[src/logic/dlp_defs.svh]
// constants of the dimming level pwm generator: codes, offsets, resets
// assumes a 100 MHz system clock and a 10 mV level code step
`ifndef DLP_DEFS_SVH
`define DLP_DEFS_SVH

`define DLP_CLK_HZ 100000000
`define DLP_F200_HZ 200
`define DLP_F500_HZ 500
`define DLP_F1K_HZ 1000
`define DLP_F2K_HZ 2000

`define DLP_CNT_W 20
`define DLP_LVL_W 12

// level code, 10 mV per step
`define DLP_LVL_LO 12'h064
`define DLP_LVL_HI 12'h384
`define DLP_LVL_SPAN 32'h0000_0320

`define DLP_MIN_1PCT 2'h0
`define DLP_MIN_2PCT 2'h1
`define DLP_MIN_5PCT 2'h2
`define DLP_MIN_10PCT 2'h3

`define DLP_PCT_1 7'h01
`define DLP_PCT_2 7'h02
`define DLP_PCT_5 7'h05
`define DLP_PCT_10 7'h0A
`define DLP_PCT_FULL 7'h64

`define DLP_FRQ_200 2'h0
`define DLP_FRQ_500 2'h1
`define DLP_FRQ_1K 2'h2
`define DLP_FRQ_2K 2'h3

`define DLP_MIN_RST 2'h2
`define DLP_FRQ_RST 2'h2
`define DLP_OFF_RST 1'h0
`define DLP_EN_RST 1'h1

`define DLP_ADR_CFG 4'h0
`define DLP_ADR_CTRL 4'h4
`define DLP_ADR_DUTY 4'h8
`define DLP_ADR_LVL 4'hC

`define DLP_CFG_MIN_LSB 0
`define DLP_CFG_FRQ_LSB 2
`define DLP_CFG_OFF_BIT 4
`define DLP_CFG_TR_BIT 5
`define DLP_CFG_PRG_BIT 6
`define DLP_CTRL_EN_BIT 0

`endif

[src/logic/dlp_pkg.sv]
// types of the dimming level pwm generator
// assumes dlp_defs.svh on the include path
`include "dlp_defs.svh"

package dlp_pkg;

    typedef logic [`DLP_CNT_W-1:0] dlp_cnt_t;
    typedef logic [`DLP_LVL_W-1:0] dlp_lvl_t;
    typedef logic [1:0] dlp_sel_t;

    typedef enum logic {DLP_ST_BOOT, DLP_ST_RUN} dlp_state_t;

    typedef struct packed {
        logic s1;
        logic s2;
    } dlp_sync_st_t;

    typedef struct packed {
        dlp_state_t st;
        dlp_sel_t min_sel;
        dlp_sel_t frq_sel;
        logic off_low;
        logic tr;
        logic prg;
        logic en;
        dlp_lvl_t lvl;
        dlp_cnt_t cnt;
        dlp_cnt_t hi;
        logic out;
        logic [31:0] rdata;
    } dlp_top_st_t;

endpackage

[src/logic/dlp_duty_if.sv]
// duty request and answer between generator and duty calculator
// assumes both ends on the same clock, answer purely combinational
`timescale 1ns/100ps

interface dlp_duty_if;
    dlp_pkg::dlp_lvl_t lvl;
    dlp_pkg::dlp_sel_t min_sel;
    logic off_low;
    dlp_pkg::dlp_cnt_t period;
    dlp_pkg::dlp_cnt_t hi;
    dlp_pkg::dlp_cnt_t min_cnt;

    modport calc (
        input lvl,
        input min_sel,
        input off_low,
        input period,
        output hi,
        output min_cnt
    );

    modport user (
        output lvl,
        output min_sel,
        output off_low,
        output period,
        input hi,
        input min_cnt
    );
endinterface

[src/logic/dlp_top.sv]
// dimming level pwm generator: fuse settings, pwm counter, bypass path
// assumes level codes from an adc on clk_sys, sense pin asynchronous
//
// The plain strobed port and the address map were chosen for this implementation.
`timescale 1ns/100ps
`include "dlp_defs.svh"

module dlp_top #(
    parameter int unsigned PER_200 = `DLP_CLK_HZ / `DLP_F200_HZ,
    parameter int unsigned PER_500 = `DLP_CLK_HZ / `DLP_F500_HZ,
    parameter int unsigned PER_1K = `DLP_CLK_HZ / `DLP_F1K_HZ,
    parameter int unsigned PER_2K = `DLP_CLK_HZ / `DLP_F2K_HZ
) (
    input wire logic clk_sys,
    input wire logic nrst,
    input wire logic [`DLP_LVL_W-1:0] level_code,
    input wire logic level_valid,
    input wire logic sense_pin,
    input wire logic fuse_programmed,
    input wire logic [1:0] fuse_min_duty,
    input wire logic [1:0] fuse_freq,
    input wire logic fuse_off_at_low_dim,
    input wire logic [3:0] reg_addr,
    input wire logic [31:0] reg_wdata,
    input wire logic reg_we,
    input wire logic reg_re,
    output logic [31:0] reg_rdata,
    output logic pulse_current_output
);

    localparam int unsigned CNT_MAX = (1 << `DLP_CNT_W) - 1;

    if (PER_200 > CNT_MAX || PER_500 > CNT_MAX) begin : g_chk_lo
        $error("pwm period too long for the counter");
    end

    if (PER_1K > CNT_MAX || PER_2K < 2) begin : g_chk_hi
        $error("pwm period out of counter range");
    end

    localparam dlp_pkg::dlp_top_st_t ST_RST = '{
        st: dlp_pkg::DLP_ST_BOOT,
        min_sel: `DLP_MIN_RST,
        frq_sel: `DLP_FRQ_RST,
        off_low: `DLP_OFF_RST,
        tr: 1'h0,
        prg: 1'h0,
        en: `DLP_EN_RST,
        lvl: '0,
        cnt: '0,
        hi: '0,
        out: 1'h0,
        rdata: 32'h0000_0000
    };

    dlp_pkg::dlp_top_st_t q;
    dlp_pkg::dlp_top_st_t d;

    logic sense_s;
    dlp_pkg::dlp_cnt_t per;

    dlp_duty_if dif();

    // sense pin into the clock domain
    dlp_sync u_sync (
        .clk_sys(clk_sys),
        .nrst(nrst),
        .pin(sense_pin),
        .level(sense_s)
    );

    dlp_duty u_duty (
        .dif(dif.calc)
    );

    // period from the frequency selection
    always_comb begin
        case (q.frq_sel)
            `DLP_FRQ_200: per = dlp_pkg::dlp_cnt_t'(PER_200);
            `DLP_FRQ_500: per = dlp_pkg::dlp_cnt_t'(PER_500);
            `DLP_FRQ_1K: per = dlp_pkg::dlp_cnt_t'(PER_1K);
            default: per = dlp_pkg::dlp_cnt_t'(PER_2K);
        endcase
    end

    assign dif.lvl = q.lvl;
    assign dif.min_sel = q.min_sel;
    assign dif.off_low = q.off_low;
    assign dif.period = per;

    always_comb begin
        d = q;
        d.rdata = 32'h0000_0000;

        // latest sampled level code
        if (level_valid) begin
            d.lvl = level_code;
        end

        case (q.st)
            dlp_pkg::DLP_ST_BOOT: begin
                // fuse capture one edge after reset release
                d.prg = fuse_programmed;
                if (fuse_programmed) begin
                    d.min_sel = fuse_min_duty;
                    d.frq_sel = fuse_freq;
                    d.off_low = fuse_off_at_low_dim;
                end else begin
                    d.min_sel = `DLP_MIN_RST;
                    d.frq_sel = `DLP_FRQ_RST;
                    d.off_low = `DLP_OFF_RST;
                end
                d.tr = d.off_low && (d.frq_sel == `DLP_FRQ_2K);
                d.cnt = '0;
                d.hi = '0;
                d.st = dlp_pkg::DLP_ST_RUN;
            end
            dlp_pkg::DLP_ST_RUN: begin
                if (q.cnt >= per - 20'h00001) begin
                    d.cnt = '0;
                    d.hi = dif.hi;
                end else begin
                    d.cnt = q.cnt + 20'h00001;
                end
            end
            default: begin
                d.st = dlp_pkg::DLP_ST_BOOT;
            end
        endcase

        // output stage
        if (q.st != dlp_pkg::DLP_ST_RUN) begin
            d.out = 1'h0;
        end else if (q.tr) begin
            d.out = sense_s && q.en;
        end else begin
            d.out = (d.cnt < d.hi) && q.en;
        end

        // register port
        if (reg_we && reg_addr == `DLP_ADR_CTRL) begin
            d.en = reg_wdata[`DLP_CTRL_EN_BIT];
        end

        if (reg_re) begin
            if (reg_addr == `DLP_ADR_CFG) begin
                d.rdata[`DLP_CFG_MIN_LSB +: 2] = q.min_sel;
                d.rdata[`DLP_CFG_FRQ_LSB +: 2] = q.frq_sel;
                d.rdata[`DLP_CFG_OFF_BIT] = q.off_low;
                d.rdata[`DLP_CFG_TR_BIT] = q.tr;
                d.rdata[`DLP_CFG_PRG_BIT] = q.prg;
            end else if (reg_addr == `DLP_ADR_CTRL) begin
                d.rdata[`DLP_CTRL_EN_BIT] = q.en;
            end else if (reg_addr == `DLP_ADR_DUTY) begin
                d.rdata[`DLP_CNT_W-1:0] = q.hi;
            end else if (reg_addr == `DLP_ADR_LVL) begin
                d.rdata[`DLP_LVL_W-1:0] = q.lvl;
            end else begin
                d.rdata = 32'h0000_0000;
            end
        end
    end

    always_ff @(posedge clk_sys) begin
        if (!nrst) begin
            q <= ST_RST;
        end else begin
            q <= d;
        end
    end

    assign reg_rdata = q.rdata;
    assign pulse_current_output = q.out;
endmodule // dlp_top

[src/logic/dlp_sync.sv]
// two flip-flop synchroniser for one pin level
// assumes a synchronous active low reset on clk_sys
`timescale 1ns/100ps

module dlp_sync (
    input wire logic clk_sys,
    input wire logic nrst,
    input wire logic pin,
    output logic level
);

    dlp_pkg::dlp_sync_st_t q;
    dlp_pkg::dlp_sync_st_t d;

    always_comb begin
        d.s1 = pin;
        d.s2 = q.s1;
    end

    always_ff @(posedge clk_sys) begin
        if (!nrst) begin
            q <= '0;
        end else begin
            q <= d;
        end
    end

    assign level = q.s2;

endmodule // dlp_sync

[src/logic/dlp_duty.sv]
// high time of one pwm period from level code and minimum duty
// assumes period up to 2^20 and level code in 10 mV steps
`timescale 1ns/100ps
`include "dlp_defs.svh"

module dlp_duty (
    dlp_duty_if.calc dif
);

    always_comb begin
        logic [6:0] pct;
        logic [26:0] minp;
        logic [31:0] prod;
        dlp_pkg::dlp_cnt_t minc;
        dlp_pkg::dlp_cnt_t raw;
        pct = `DLP_PCT_5;
        minp = '0;
        prod = '0;
        minc = '0;
        raw = '0;
        case (dif.min_sel)
            `DLP_MIN_1PCT: pct = `DLP_PCT_1;
            `DLP_MIN_2PCT: pct = `DLP_PCT_2;
            `DLP_MIN_5PCT: pct = `DLP_PCT_5;
            default: pct = `DLP_PCT_10;
        endcase
        minp = 27'(dif.period) * 27'(pct);
        minc = dlp_pkg::dlp_cnt_t'(minp / 27'(`DLP_PCT_FULL));
        prod = 32'(dif.lvl - `DLP_LVL_LO) * 32'(dif.period);
        raw = dlp_pkg::dlp_cnt_t'(prod / `DLP_LVL_SPAN);
        if (dif.lvl < `DLP_LVL_LO) begin
            dif.hi = dif.off_low ? '0 : minc;
        end else if (dif.lvl > `DLP_LVL_HI) begin
            dif.hi = dif.period;
        end else if (raw < minc) begin
            dif.hi = minc;
        end else begin
            dif.hi = raw;
        end
        dif.min_cnt = minc;
    end

endmodule // dlp_duty

[config.mk]
export PLATFORM = sky130hd
export DESIGN_NAME = dlp_top
export DESIGN_NICKNAME = d
export VERILOG_FILES = /design/src/logic/dlp_pkg.sv /design/src/logic/dlp_duty_if.sv /design/src/logic/dlp_top.sv /design/src/logic/dlp_sync.sv /design/src/logic/dlp_duty.sv
export VERILOG_INCLUDE_DIRS = /design/src /design/src/logic
export SDC_FILE = /design/constraint.sdc
export NUM_CORES = 1
export LEC_CHECK = 0
export BUFFER_PORTS_ARGS = -buffer_cell sky130_fd_sc_hd__buf_2
export CAP_MARGIN = 20
export CORE_MARGIN = 8
export CORE_UTILIZATION = 40
export DETAILED_ROUTE_END_ITERATION = 10
export PLACE_DENSITY = 0.61
export SETUP_SLACK_MARGIN = 0.3
export SYNTH_ARGS = -nofsm -noshare
export SYNTH_HDL_FRONTEND = slang
export SYNTH_SLANG_ARGS = --single-unit
[constraint.sdc]
create_clock -name clk_sys -period 24.3 [get_ports clk_sys]
set_input_delay 0 -clock clk_sys [delete_from_list [all_inputs] [get_ports clk_sys]]
set_output_delay 0 -clock clk_sys [all_outputs]
set_load 0.005 [all_outputs]
# After elaboration in Yosys (flattened, before gate mapping)
# Cells that the tools add are included.
# classes
addsub,3
multipliers,2
n_div,2
n_lt_le_gt_ge,5
n_eq_ne,8
mux,17
n_bitwise,4
n_reduce_logical,12
# ops
cell,count
$mux 20,6
$pmux 40 s2,1
$pmux 19 s3,1
$lt 20x20->1,2
$div 32x10->32 const B,1
$mul 32x19->32,1
$div 27x7->27 const B,1
$mux 12,2
$mul 19x4->23,1
$add 20x1->20 const B,1
$ge 20x20->1,1
$sub 20x1->20 const B,1
$sub 12x7->13 const B,1
$gt 12x10->1 const B,1
$lt 12x7->1 const B,1
$pmux 4 s3,1
$mux 5,2
$eq 4x4->1 const B,2
$mux 7,1
$eq 2x2->1 const B,3
$mux 6,1
$reduce_or 5->1,1
$eq 2x1->1 const B,2
$eq 4x3->1 const B,1
8 further kinds,17
# totals
reg_bits,96
input_bits,60
output_inout_bits,33
word_cells,70

# Longest topological paths before layout
# Gate-level depths: netlist (run 1).
# logic_depth
depth_word,13
depth_mapped,111
ltp_nobuf,100

# By module
# From an unflattened synthesis (run 1), not the netlist that was laid out.
# hier_totals
hier_cells,3553
area_unflattened_um2,27998.1
# by_module_without_submodules
module,n_inst,cells_per_inst,area_per_inst_um2,seq_area_each_um2
dlp_duty,1,3050,23420.0,0.0
dlp_top,1,499,4525.6,1641.6
dlp_sync,1,4,52.6,40.0

# Least setup slack after synthesis (run 1)
# No wires, ideal clock.
# synth_path
path_kind,register to register
start,"register q, in the netlist dif.lvl[2]"
end,"register q, in the netlist pulse_current_output"
setup_ns,0.096
arrival_time_ns,22.773
t_required_ns,24.204
slack_ns,1.431
stages_incl_launch_ff,101
n_path_buf,7
synth_period_minus_slack_ns,22.869
path_cell_list,dfxtp_1 inv_1 ha_1 nand2b_1 a31oi_1 nor3b_1 and2_1 nand2_1 inv_1 or2_2 fa_1 inv_1 fa_1 clkbuf_1 buf_1 xnor2_1 ha_1 inv_1 [... 65 more ...] a21oi_1 o221ai_1 nand3b_1 ha_1 a21o_1 a21oi_1 nor2b_1 o21ai_0 nand2b_1 a21oi_1 nor2b_1 o21ai_0 nand2b_1 a221o_1 a21o_1 a211oi_1 a21oi_1 nor4b_1
# synth_between
elab_chain_len,12
word_cells_on_any_way,14
classes_between,add/sub (1); mul (1); div (1); order compare (4); mux (6); reduce/logical (1)
# synth_lines
item,line,rtl
"start, declared",dlp_top.sv:56,dlp_pkg::dlp_top_st_t q;
"start signal, assigned",dlp_top.sv:166,q <= ST_RST;
"start signal, assigned",dlp_top.sv:168,q <= d;
$sub 12x7->13 (no source line),-,
$mul 32x19->32,dlp_duty.sv:29,prod = 32'(dif.lvl - `DLP_LVL_LO) * 32'(dif.period);
$div 32x10->32 (no source line),-,
$lt 20x20->1,dlp_duty.sv:35,end else if (raw < minc) begin
$mux 20,dlp_duty.sv:35,
$mux 20,dlp_duty.sv:33,end else if (dif.lvl > `DLP_LVL_HI) begin
$mux 20 (*),dlp_duty.sv:31,if (dif.lvl < `DLP_LVL_LO) begin
$mux 20 (*),dlp_top.sv:119,if (q.cnt >= per - 20'h00001) begin
$pmux 40 s2 (*),dlp_top.sv:100,case (q.st)
$lt 20x20->1 (*),dlp_top.sv:137,d.out = (d.cnt < d.hi) && q.en;
$logic_and 1x1->1 (*),dlp_top.sv:137,
$mux 1 (*),dlp_top.sv:134,end else if (q.tr) begin
# Mark *: on every way between the ends. The rest lies on a longest branch, timed or not.
# A chain may end at the register's enable or synchronous reset.

# Final worst setup path (run 1)
# Ends and elaborated chain as after synthesis.

==> impl_results.md, run 1 <==
* Run status: finished, final reports clean
* GRT Util Overall at 0.196
* CTS Sinks at 84
* CTS tree: done
* DRT Pass-1 Iters at 7
* Ys Warns at 0
* Placed instance count at about 4000
* Worst setup endpoint: pulse_current_output
* Final min period at 23.04 ns
* Die Ht at 260 um
* Reg-to-reg setup timing slack at 1.26 ns
* Met2 wire length at 31.7 mm
* Slowest cell on the critical path: fa_1
* Fin util at 0.464
* Routed WL at around 70 mm
* Wire length per cell at 17.4 um
* Max-slew violations at 0
* Critical Path Most Common Cell: fa_1
* Max-cap violations at 0
* Sequential area share after synthesis at 0.0707
* Met1 wire length at 32.9 mm
* Starting DRC count in detailed routing at between 1500 and 2000
* Final ANT Viol Nets at 0
* Largest net degree at the start of global routing at 41
* Hold wc startpoint: fuse_freq[0]
* Avg Inst Size Synth at 7.65 um2
* Clk slew on worst S/H paths at 0.06 ns
* Cell row count at between 80 and 90
* Top Metal Used: met4
* Cell variety after synth at 130
* Capturing point of the worst reg2reg path: pulse_current_output
* Fin. Hold Viols at 0
* I/O pin total at 93
* Clk root buf: clkbuf_16
* Area growth syn-to-layout at 14.9%
* Tcrit/Tclk final at 0.948
* CTS buffer count at 9
* Max Fanout on Critical Path at 9
* Clock Tree Buf Depth at 2
* Crit path DAT at about 23 ns
* Port Buffer Count at 49
* Die Wd at 260 um
* Number of synthesized flops with an enable pin at 0
* Post-DP HPWL at 56.5 mm
* Post-Route Skew at 0.00771 ns
* Area of the core at 58900 um2
* Fillers at ~6000
* GR Overflow Total at 0
* Vias at 23300
* Critical path type: reg -> reg
* Share of layout cells above drive strength 1 at 0.166
* Antenna violations before repair at 1
* Unrepaired setup endpoints after global routing: false
* Yosys reg bits at between 80 and 90
* FMAX at about 0.043 GHz
* Routability cong. at approximately 0.92
* First-pass GRT wire length at 112 mm
* Vias in the first global route at approximately 22000
* Avg Vias per Cell at 5.80
* CP endpoint kind: flip-flop
* R2R depth at 94
* Crit start category: flip-flop
* DR WL met3 at 4.06 mm
* Synth Flop Type: dfxtp_1
* Async SR Flop Fraction at 0
* Die area at 67500 um2
* Final setup fails at 0
* CP Launch Point: dif.lvl[2]
* Worst slew margin at 0.264
* HP Class: in -> reg
* Fin cells at 4021
* DRC at 0
* Syn Inst Count at 3110
* H-tree levels at 3
* Slew @ Worst Pin at 1.10 ns
* Reg2reg start: dif.lvl[2]
* Required time worst endpoint at 24.56 ns
* TNS Setup at 0 ns
* Max incr delay on CP at 0.54 ns
* Cell Area, Synth at 23800 um2
* Clock latency on the worst-skew pair at 0.34 ns
* Starting Density at 0.404
* Final Net Count at ~3700
cell usage after synthesis (all sizes together) (30+ instances only):
cell type | count | area (um2)
a211oi | 42 | 340
a21o | 42 | 315
a21oi | 160 | 816
a31oi | 34 | 249
and2 | 72 | 450
buf | 69 | 442
clkbuf | 84 | 315
dfxtp | 84 | 1680
fa | 196 | 3920
ha | 190 | 2380
inv | 358 | 1340
mux2i | 44 | 453
nand2 | 221 | 835
nand2b | 57 | 357
nand3 | 89 | 455
nor2 | 266 | 1000
nor2b | 34 | 213
nor3 | 117 | 607
o211ai | 48 | 370
o21a | 30 | 234
o21ai | 157 | 786
or2 | 39 | 244
or3 | 30 | 188
xnor2 | 102 | 965
xor2 | 43 | 377
how the worst min path moves through the flow:
stage                        to  slack [ns]  cells after the start
finish                    q[89]        0.06                      5
global route              q[89]        0.08                      5
CTS                       q[89]        0.05                      5
detailed placement  u_sync.d[0]        0.21                      2
global placement    u_sync.d[0]        0.22                      2
floorplan                 q[93]        0.03                      0
critical path, delay by kind of cell, from the launching register on:
family | cells | cell delay (ns)
AO/OA/AOI/OAI | 42 | 10.07
AND/OR/NAND/NOR | 27 | 5.73
adder cells (fa/ha/maj) | 9 | 4.13
multiplexers | 4 | 1.19
buffers and inverters | 10 | 1.18
flip-flops | 1 | 0.35
XOR/XNOR | 2 | 0.28
repair_timing:
item / 4_1_cts / 5_1_grt
setup endpoints to repair: 1 / 1
buffers inserted: 0 / 45
pin swaps: 1 / 50
hold endpoints to repair: 19 / 0
hold buffers: 22 / 0
gates resized for setup: 10 / 198
gates cloned: 0 / 5
cell families (layout without fill, tap and decap cells):
group                      Yosys count  in the layout  synth area share
and+or+nand+nor                   1065           1066             0.228
AOI/OAI and AO/OA                  836            836             0.256
buffers and inverters              515            640            0.0890
adders and majority gates          397            397             0.270
xor gates and xnor gates           146            146            0.0573
DFF                                 84             84            0.0707
muxes                               65             65            0.0290
other                                2             14          0.000316
stage by stage:
step           hold WS (ns)  cell area [um2]  setup slack (ns)
2_1_floorplan        0.0277            23800              1.43
3_3_place_gp          0.224            25300             0.335
3_5_place_dp          0.210            25300             0.111
4_1_cts              0.0506            25900             0.326
5_1_grt              0.0829            27300             0.124
6_report             0.0573            27300              1.26
placed cells by master (no fill, tap or decap), types with 41 or more instances in the layout:
master	n
ha_1	181
nand2b_1	56
xnor2_1	89
fa_1	195
buf_4	181
nand2_1	212
nor3_1	97
nor2_1	262
o211ai_1	46
o21ai_0	116
buf_2	53
and2_1	68
nand3_1	85
a21o_1	41
dfxtp_1	82
a21oi_1	152
inv_1	352
cell type report:
class                   count  area, um2  share of cell area
diodes                      1       2.50           0.0000915
repair buffers            262       1930              0.0706
clock buffers              11        233             0.00851
multi-input cells        2523      21100               0.772
inverters                 362       1360              0.0497
well taps                 773        967              0.0354
clock inverters             5       62.6             0.00229
flip-flops and latches     84       1680              0.0616
layer usage:
metal  vias to the layer above  track usage
met5                         -            0
met4                         0       0.0298
met3                        87       0.0163
met2                       751        0.316
met1                     11200        0.289
li1                      11300            -
state kept, by name, summed over array words and instances (netlist names):
register / count
dif.lvl: 12
dif.min_sel: 2
dif.off_low: 1
pulse_current_output: 1
q: 46
reg_rdata: 20
u_sync.d: 1
u_sync.level: 1
Power of run 1 is not shown: default switching activity piles up to over one toggle a cycle in this logic, so the estimate is an artifact.
==> run 2: changes to the inputs <==
Settings changed: PLACE_DENSITY 0.61 to 0.59.
Clock period 24.3 ns to 28.9 ns, I/O delays scaled along.
==> impl_results.md, run 2 (synthesis results as in run 1) <==
* Unrepaired setup endpoints after global routing: false
* Clk root buf: clkbuf_16
* Max-cap violations at 0 (unchanged)
* Max reg flops at 46 (unchanged)
* Critical path type: reg -> reg
* Post-DP HPWL at 57.7 mm (+2.0%)
* Routed WL at 70.6 mm (+0.68%)
* Run status: finished, final reports clean
* H-tree levels at 3 (unchanged)
* Post-Route Skew at 0.00910 ns (+0.00138 ns)
* Hold path endpoint: q[85]
* FMAX at 0.0372 GHz (-14%)
* Final Net Count at 3537 (-4.1%)
* R2R depth at 95 (+1.1%)
* GRT Util Overall at 0.201 (+0.00480)
* Largest delay contributor family on the critical path: compound AO/OA/AOI/OAI gates
* Crit path DAT at 27.09 ns (+3.79 ns)
* TNS Setup at 0 ns (unchanged)
* Area growth syn-to-layout at 5.92%
* Hold Slack at 0.0511 ns (-0.00614 ns)
* Share of layout cells above drive strength 1 at 0.0807 (-0.0849)
* Max Fanout on Critical Path at 13 (+4)
* GR Overflow Total at 0 (unchanged)
* I/O pin total at 93 (unchanged)
* First-pass GRT wire length at 115 mm (+2.3%)
* HP Class: in -> reg
* Capturing point of the worst reg2reg path: pulse_current_output
* Min-Delay Path Depth at 4 (-1)
* Vias in the first global route at 21900 (+1.6%)
* Slew @ Worst Pin at 1.13 ns (+0.0389 ns)
* Largest net degree at the start of global routing at 43 (+4.9%)
* Starting DRC count in detailed routing at 2001 (+6.4%)
* Routability cong. at 0.895 (-2.7%)
* Clock latency on the worst-skew pair at 0.34 ns (about the same)
* Die Wd at 260 um (unchanged)
* Die area at 67500 um2 (unchanged)
* Top reg by flops: q
* CTS buffer count at 9 (unchanged)
* CP endpoint kind: flip-flop
* Most common cell after layout, fill and taps aside: inv_1
* CTS Sinks at 84 (unchanged)
* Slowest cell on the critical path: xor2_1
* Worst slew margin at 0.242 (-0.0220)
* Hold wc startpoint: reg_we
* Area of the core at 58900 um2 (unchanged)
* Clk slew on worst S/H paths at 0.07 ns (about the same)
* Reg-to-reg setup timing slack at 2.03 ns (+0.78 ns)
* Reg2reg start: dif.lvl[2]
* Max incr delay on CP at 0.79 ns (+0.25 ns)
* Port Buffer Count at 49 (unchanged)
* DRT Pass-1 Iters at 6 (-1)
* Clock Tree Buf Depth at 2 (unchanged)
* Avg Vias per Cell at 5.95 (+2.4%)
* Fillers at 5966 (+2.0%)
* Antenna violations before repair at 0 (-1)
* Crit start category: flip-flop
* Max-slew violations at 0 (unchanged)
* Final setup fails at 0 (unchanged)
* Final min period at 26.87 ns (+3.82 ns)
* DRC at 0 (unchanged)
* CTS tree: done
* Tcrit/Tclk final at 0.930 (-0.0186)
* Vias at 23000 (-1.4%)
* # diodes at 0 (-1)
* Wire length per cell at 18.3 um (+4.6%)
* Required time worst endpoint at 29.12 ns (+4.56 ns)
* Buf/Inv on CP at 12 (+2)
* Final ANT Viol Nets at 0 (unchanged)
* Fin. Hold Viols at 0 (unchanged)
* Die Ht at 260 um (unchanged)
* Cell row count at 89 (unchanged)
* Commonest cells after routing, fill and taps aside: 353 x inv_1, 264 x nor2_1, 219 x nand2_1
* Starting Density at 0.404 (unchanged)
run 2: worst max-delay path by stage:
stage / from / endpoint / slack, ns / depth (start not counted)
detailed placement: dif.lvl[2] / pulse_current_output / 2.00 / 92
CTS: dif.lvl[2] / pulse_current_output / 1.88 / 92
floorplan: dif.lvl[2] / pulse_current_output / 6.03 / 100
global placement: dif.lvl[2] / pulse_current_output / 2.26 / 93
global route: dif.lvl[2] / pulse_current_output / 0.40 / 94
finish: dif.lvl[2] / pulse_current_output / 2.03 / 95
run 2: final cells by class:
class / instances / area, um2 / share of cell area
Tap cell: 773 / 967 / 0.0384
Timing Repair Buffer: 112 / 776 / 0.0308
Multi-Input combinational cell: 2522 / 20100 / 0.797
Clock inverter: 6 / 95.1 / 0.00377
Inverter: 362 / 1360 / 0.0539
Clock buffer: 10 / 229 / 0.00909
Sequential cell: 84 / 1680 / 0.0667
run 2: per-stage QoR:
step	cell area (um2)	util	worst slack, ns	cells
3_5_place_dp	24600	0.417	2.00	3826
6_report	25200	0.428	2.03	3869
5_1_grt	25200	0.428	0.402	3869
2_1_floorplan	23800	-	6.03	3121
3_3_place_gp	24600	0.417	2.26	3826
4_1_cts	25100	0.426	1.88	3865
run 2: worst min-delay path, stage by stage:
cell and delay [ns]:
buf_2 0.12, nand3_1 0.10, mux2i_1 0.08, nand2_1 0.06
run 2: timing repair:
item | 4_1_cts | 5_1_grt
setup buffers | 0 | 2
gates resized for setup | 0 | 9
setup endpoints to repair | 0 | 1
hold buffers | 23 | 0
hold endpoints to repair | 19 | 0
run 2: layer usage:
layer | share of wire | up-vias | GRT usage
met1 | 0.46 | 11200 | 0.285
met5 | 0 | - | 0
li1 | - | 11000 | -
met3 | 0.053 | 67 | 0.0148
met2 | 0.47 | 749 | 0.334
met4 | 0.018 | 0 | 0.0384
Power of run 2 is left out for the same reason.
==> run 3: changes to the inputs <==
Settings changed: CAP_MARGIN 20 to default, MAX_ROUTING_LAYER from default to met4.
==> impl_results.md, run 3 (synthesis results as in run 1) <==
* Required time worst endpoint at 29.15 ns (+0.03 ns)
* GRT met1 Usage at 0.283 (-0.00274)
* Cell row count at 89 (unchanged)
* Run status: finished, final reports clean
* Port Buffer Count at 49 (unchanged)
* Max Fanout on Critical Path at 14 (+1)
* Reg2reg start: dif.lvl[2]
* Max-slew violations at 0 (unchanged)
* CP Launch Point: dif.lvl[2]
* Share of layout cells above drive strength 1 at 0.0815 (+0.000751)
* Unrepaired setup endpoints after global routing: false
* Post-DP HPWL at 58.4 mm (+1.2%)
* Placed cell area at 24500 um2 (about the same)
* Most common cell after layout, fill and taps aside: inv_1
* Critical path type: reg -> reg
* CP endpoint kind: flip-flop
* GR Overflow Total at 0 (unchanged)
* Antenna violations before repair at 1 (+1)
* Post-Route Skew at 0.00922 ns (+0.000122 ns)
* Vias in the first global route at 22100 (+0.92%)
* HP Class: in -> reg
* Clock latency on the worst-skew pair at 0.35 ns (about the same)
* Starting Density at 0.404 (unchanged)
* Fin cells at 3866 (-0.078%)
* Clk root buf: clkbuf_16
* Clock Tree Buf Depth at 2 (unchanged)
* CTS buffer count at 9 (unchanged)
* Final setup fails at 0 (unchanged)
* Hold Slack at 0.0564 ns (+0.00526 ns)
* Hold wc startpoint: fuse_freq[0]
* H-tree levels at 3 (unchanged)
* TNS Setup at 0 ns (unchanged)
* GRT Util Overall at 0.209 (+0.00792)
* Tcrit/Tclk final at 0.939 (+0.00947)
* Final ANT Viol Nets at 0 (unchanged)
* Slowest cell on the critical path: fa_2
* Slew @ Worst Pin at 1.28 ns (+0.144 ns)
* DRT Pass-1 Iters at 5 (-1)
* Met2 usage at 0.337 (+0.00349)
* Routed WL at 71.2 mm (+0.77%)
* Met3 usage at 0.0157 (+0.000872)
* CTS Sinks at 84 (unchanged)
* Area growth syn-to-layout at 5.91% (about the same)
* Largest net degree at the start of global routing at 43 (unchanged)
* Placed instance count at 3823 (-0.078%)
* Routability cong. at 0.927 (+3.6%)
* Final Cell Area at 25200 um2 (about the same)
* Final min period at 27.14 ns (+0.274 ns)
* Die Ht at 260 um (unchanged)
* Max reg flops at 46 (unchanged)
* Avg Vias per Cell at 5.93 (-0.19%)
* Critical Path Most Common Cell: inv_1
* CTS tree: done
* Top reg by flops: q
* Die area at 67500 um2 (unchanged)
* Fillers at 6023 (+0.96%)
* Crit path DAT at 27.39 ns (+0.30 ns)
* Max incr delay on CP at 0.78 ns (about the same)
* Clk slew on worst S/H paths at 0.07 ns (about the same)
* Commonest cells after routing, fill and taps aside: 353 x inv_1, 264 x nor2_1, 219 x nand2_1
* Starting DRC count in detailed routing at 2137 (+6.8%)
* Area of the core at 58900 um2 (unchanged)
* Fin. Hold Viols at 0 (unchanged)
* Wire length per cell at 18.4 um (+0.85%)
* DRC at 0 (unchanged)
* Final Net Count at 3533 (-0.11%)
* Vias at 22900 (-0.27%)
* FMAX at 0.0368 GHz (-1.0%)
* Crit start category: flip-flop
* Die Wd at 260 um (unchanged)
* Worst slew margin at 0.141 (-0.101)
* First-pass GRT wire length at 116 mm (+0.75%)
* Max-cap violations at 0 (unchanged)
* GR peak layer: met2
* I/O pin total at 93 (unchanged)
run 3: cell count changes in the layout (fill, tap and decap cells not counted), sizes merged:
| cell | change |
|---|---|
| clkinv | +3 |
| bufinv | -1 |
| clkinvlp | -1 |
| diode | +1 |
| dlygate4sd3 | +1 |
| clkbuf | -1 |
| inv | -1 |
| buf | -4 |
run 3: metrics by stage:
step | setup slack [ns] | util
floorplan | 6.03 | -
finish | 1.76 | 0.428
global route | 0.163 | 0.428
detailed placement | 1.37 | 0.416
global placement | 1.72 | 0.416
CTS | 1.26 | 0.426
run 3: worst paths after layout:
check / to / slack, ns / cells past startpoint
hold reg to reg: u_sync.level / 0.46 / 1
hold / removal: q[89] / 0.06 / 5
setup reg to reg: pulse_current_output / 1.76 / 94
setup / recovery: pulse_current_output / 1.76 / 94
run 3: routing by layer:
layer / vias up / wire length [um]
li1: 11000 / -
met1: 11200 / 32700
met2: 686 / 33100
met3: 91 / 3580
met4: 0 / 1750
met5: - / 0
run 3: final cells by class:
class / instances / area, um2 / share of cell area
inverter: 362 / 1360 / 0.0539
clock inverter: 6 / 72.6 / 0.00288
tap: 773 / 967 / 0.0384
clock buffer: 10 / 229 / 0.00909
antenna: 1 / 2.50 / 0.0000993
timing repair buffer: 108 / 748 / 0.0297
sequential: 84 / 1680 / 0.0668
multi-input combinational: 2522 / 20100 / 0.799
run 3: critical path: cells and delay by family (launching register included):
| family | cells | cell delay [ns] |
|---|---|---|
| multiplexers | 2 | 0.79 |
| XOR/XNOR | 4 | 0.97 |
| AND/OR/NAND/NOR | 23 | 5.22 |
| buffers and inverters | 10 | 1.62 |
| adder cells (fa/ha/maj) | 10 | 4.82 |
| flip-flops | 1 | 0.54 |
| AO/OA/AOI/OAI | 45 | 13.08 |
run 3: timing repair:
action	CTS	global route
buffers inserted	0	2
resized for setup	0	18
hold buffers	24	0
hold endpoints to repair	19	0
setup endpoints to repair	0	1
Power of run 3 is left out for the same reason.
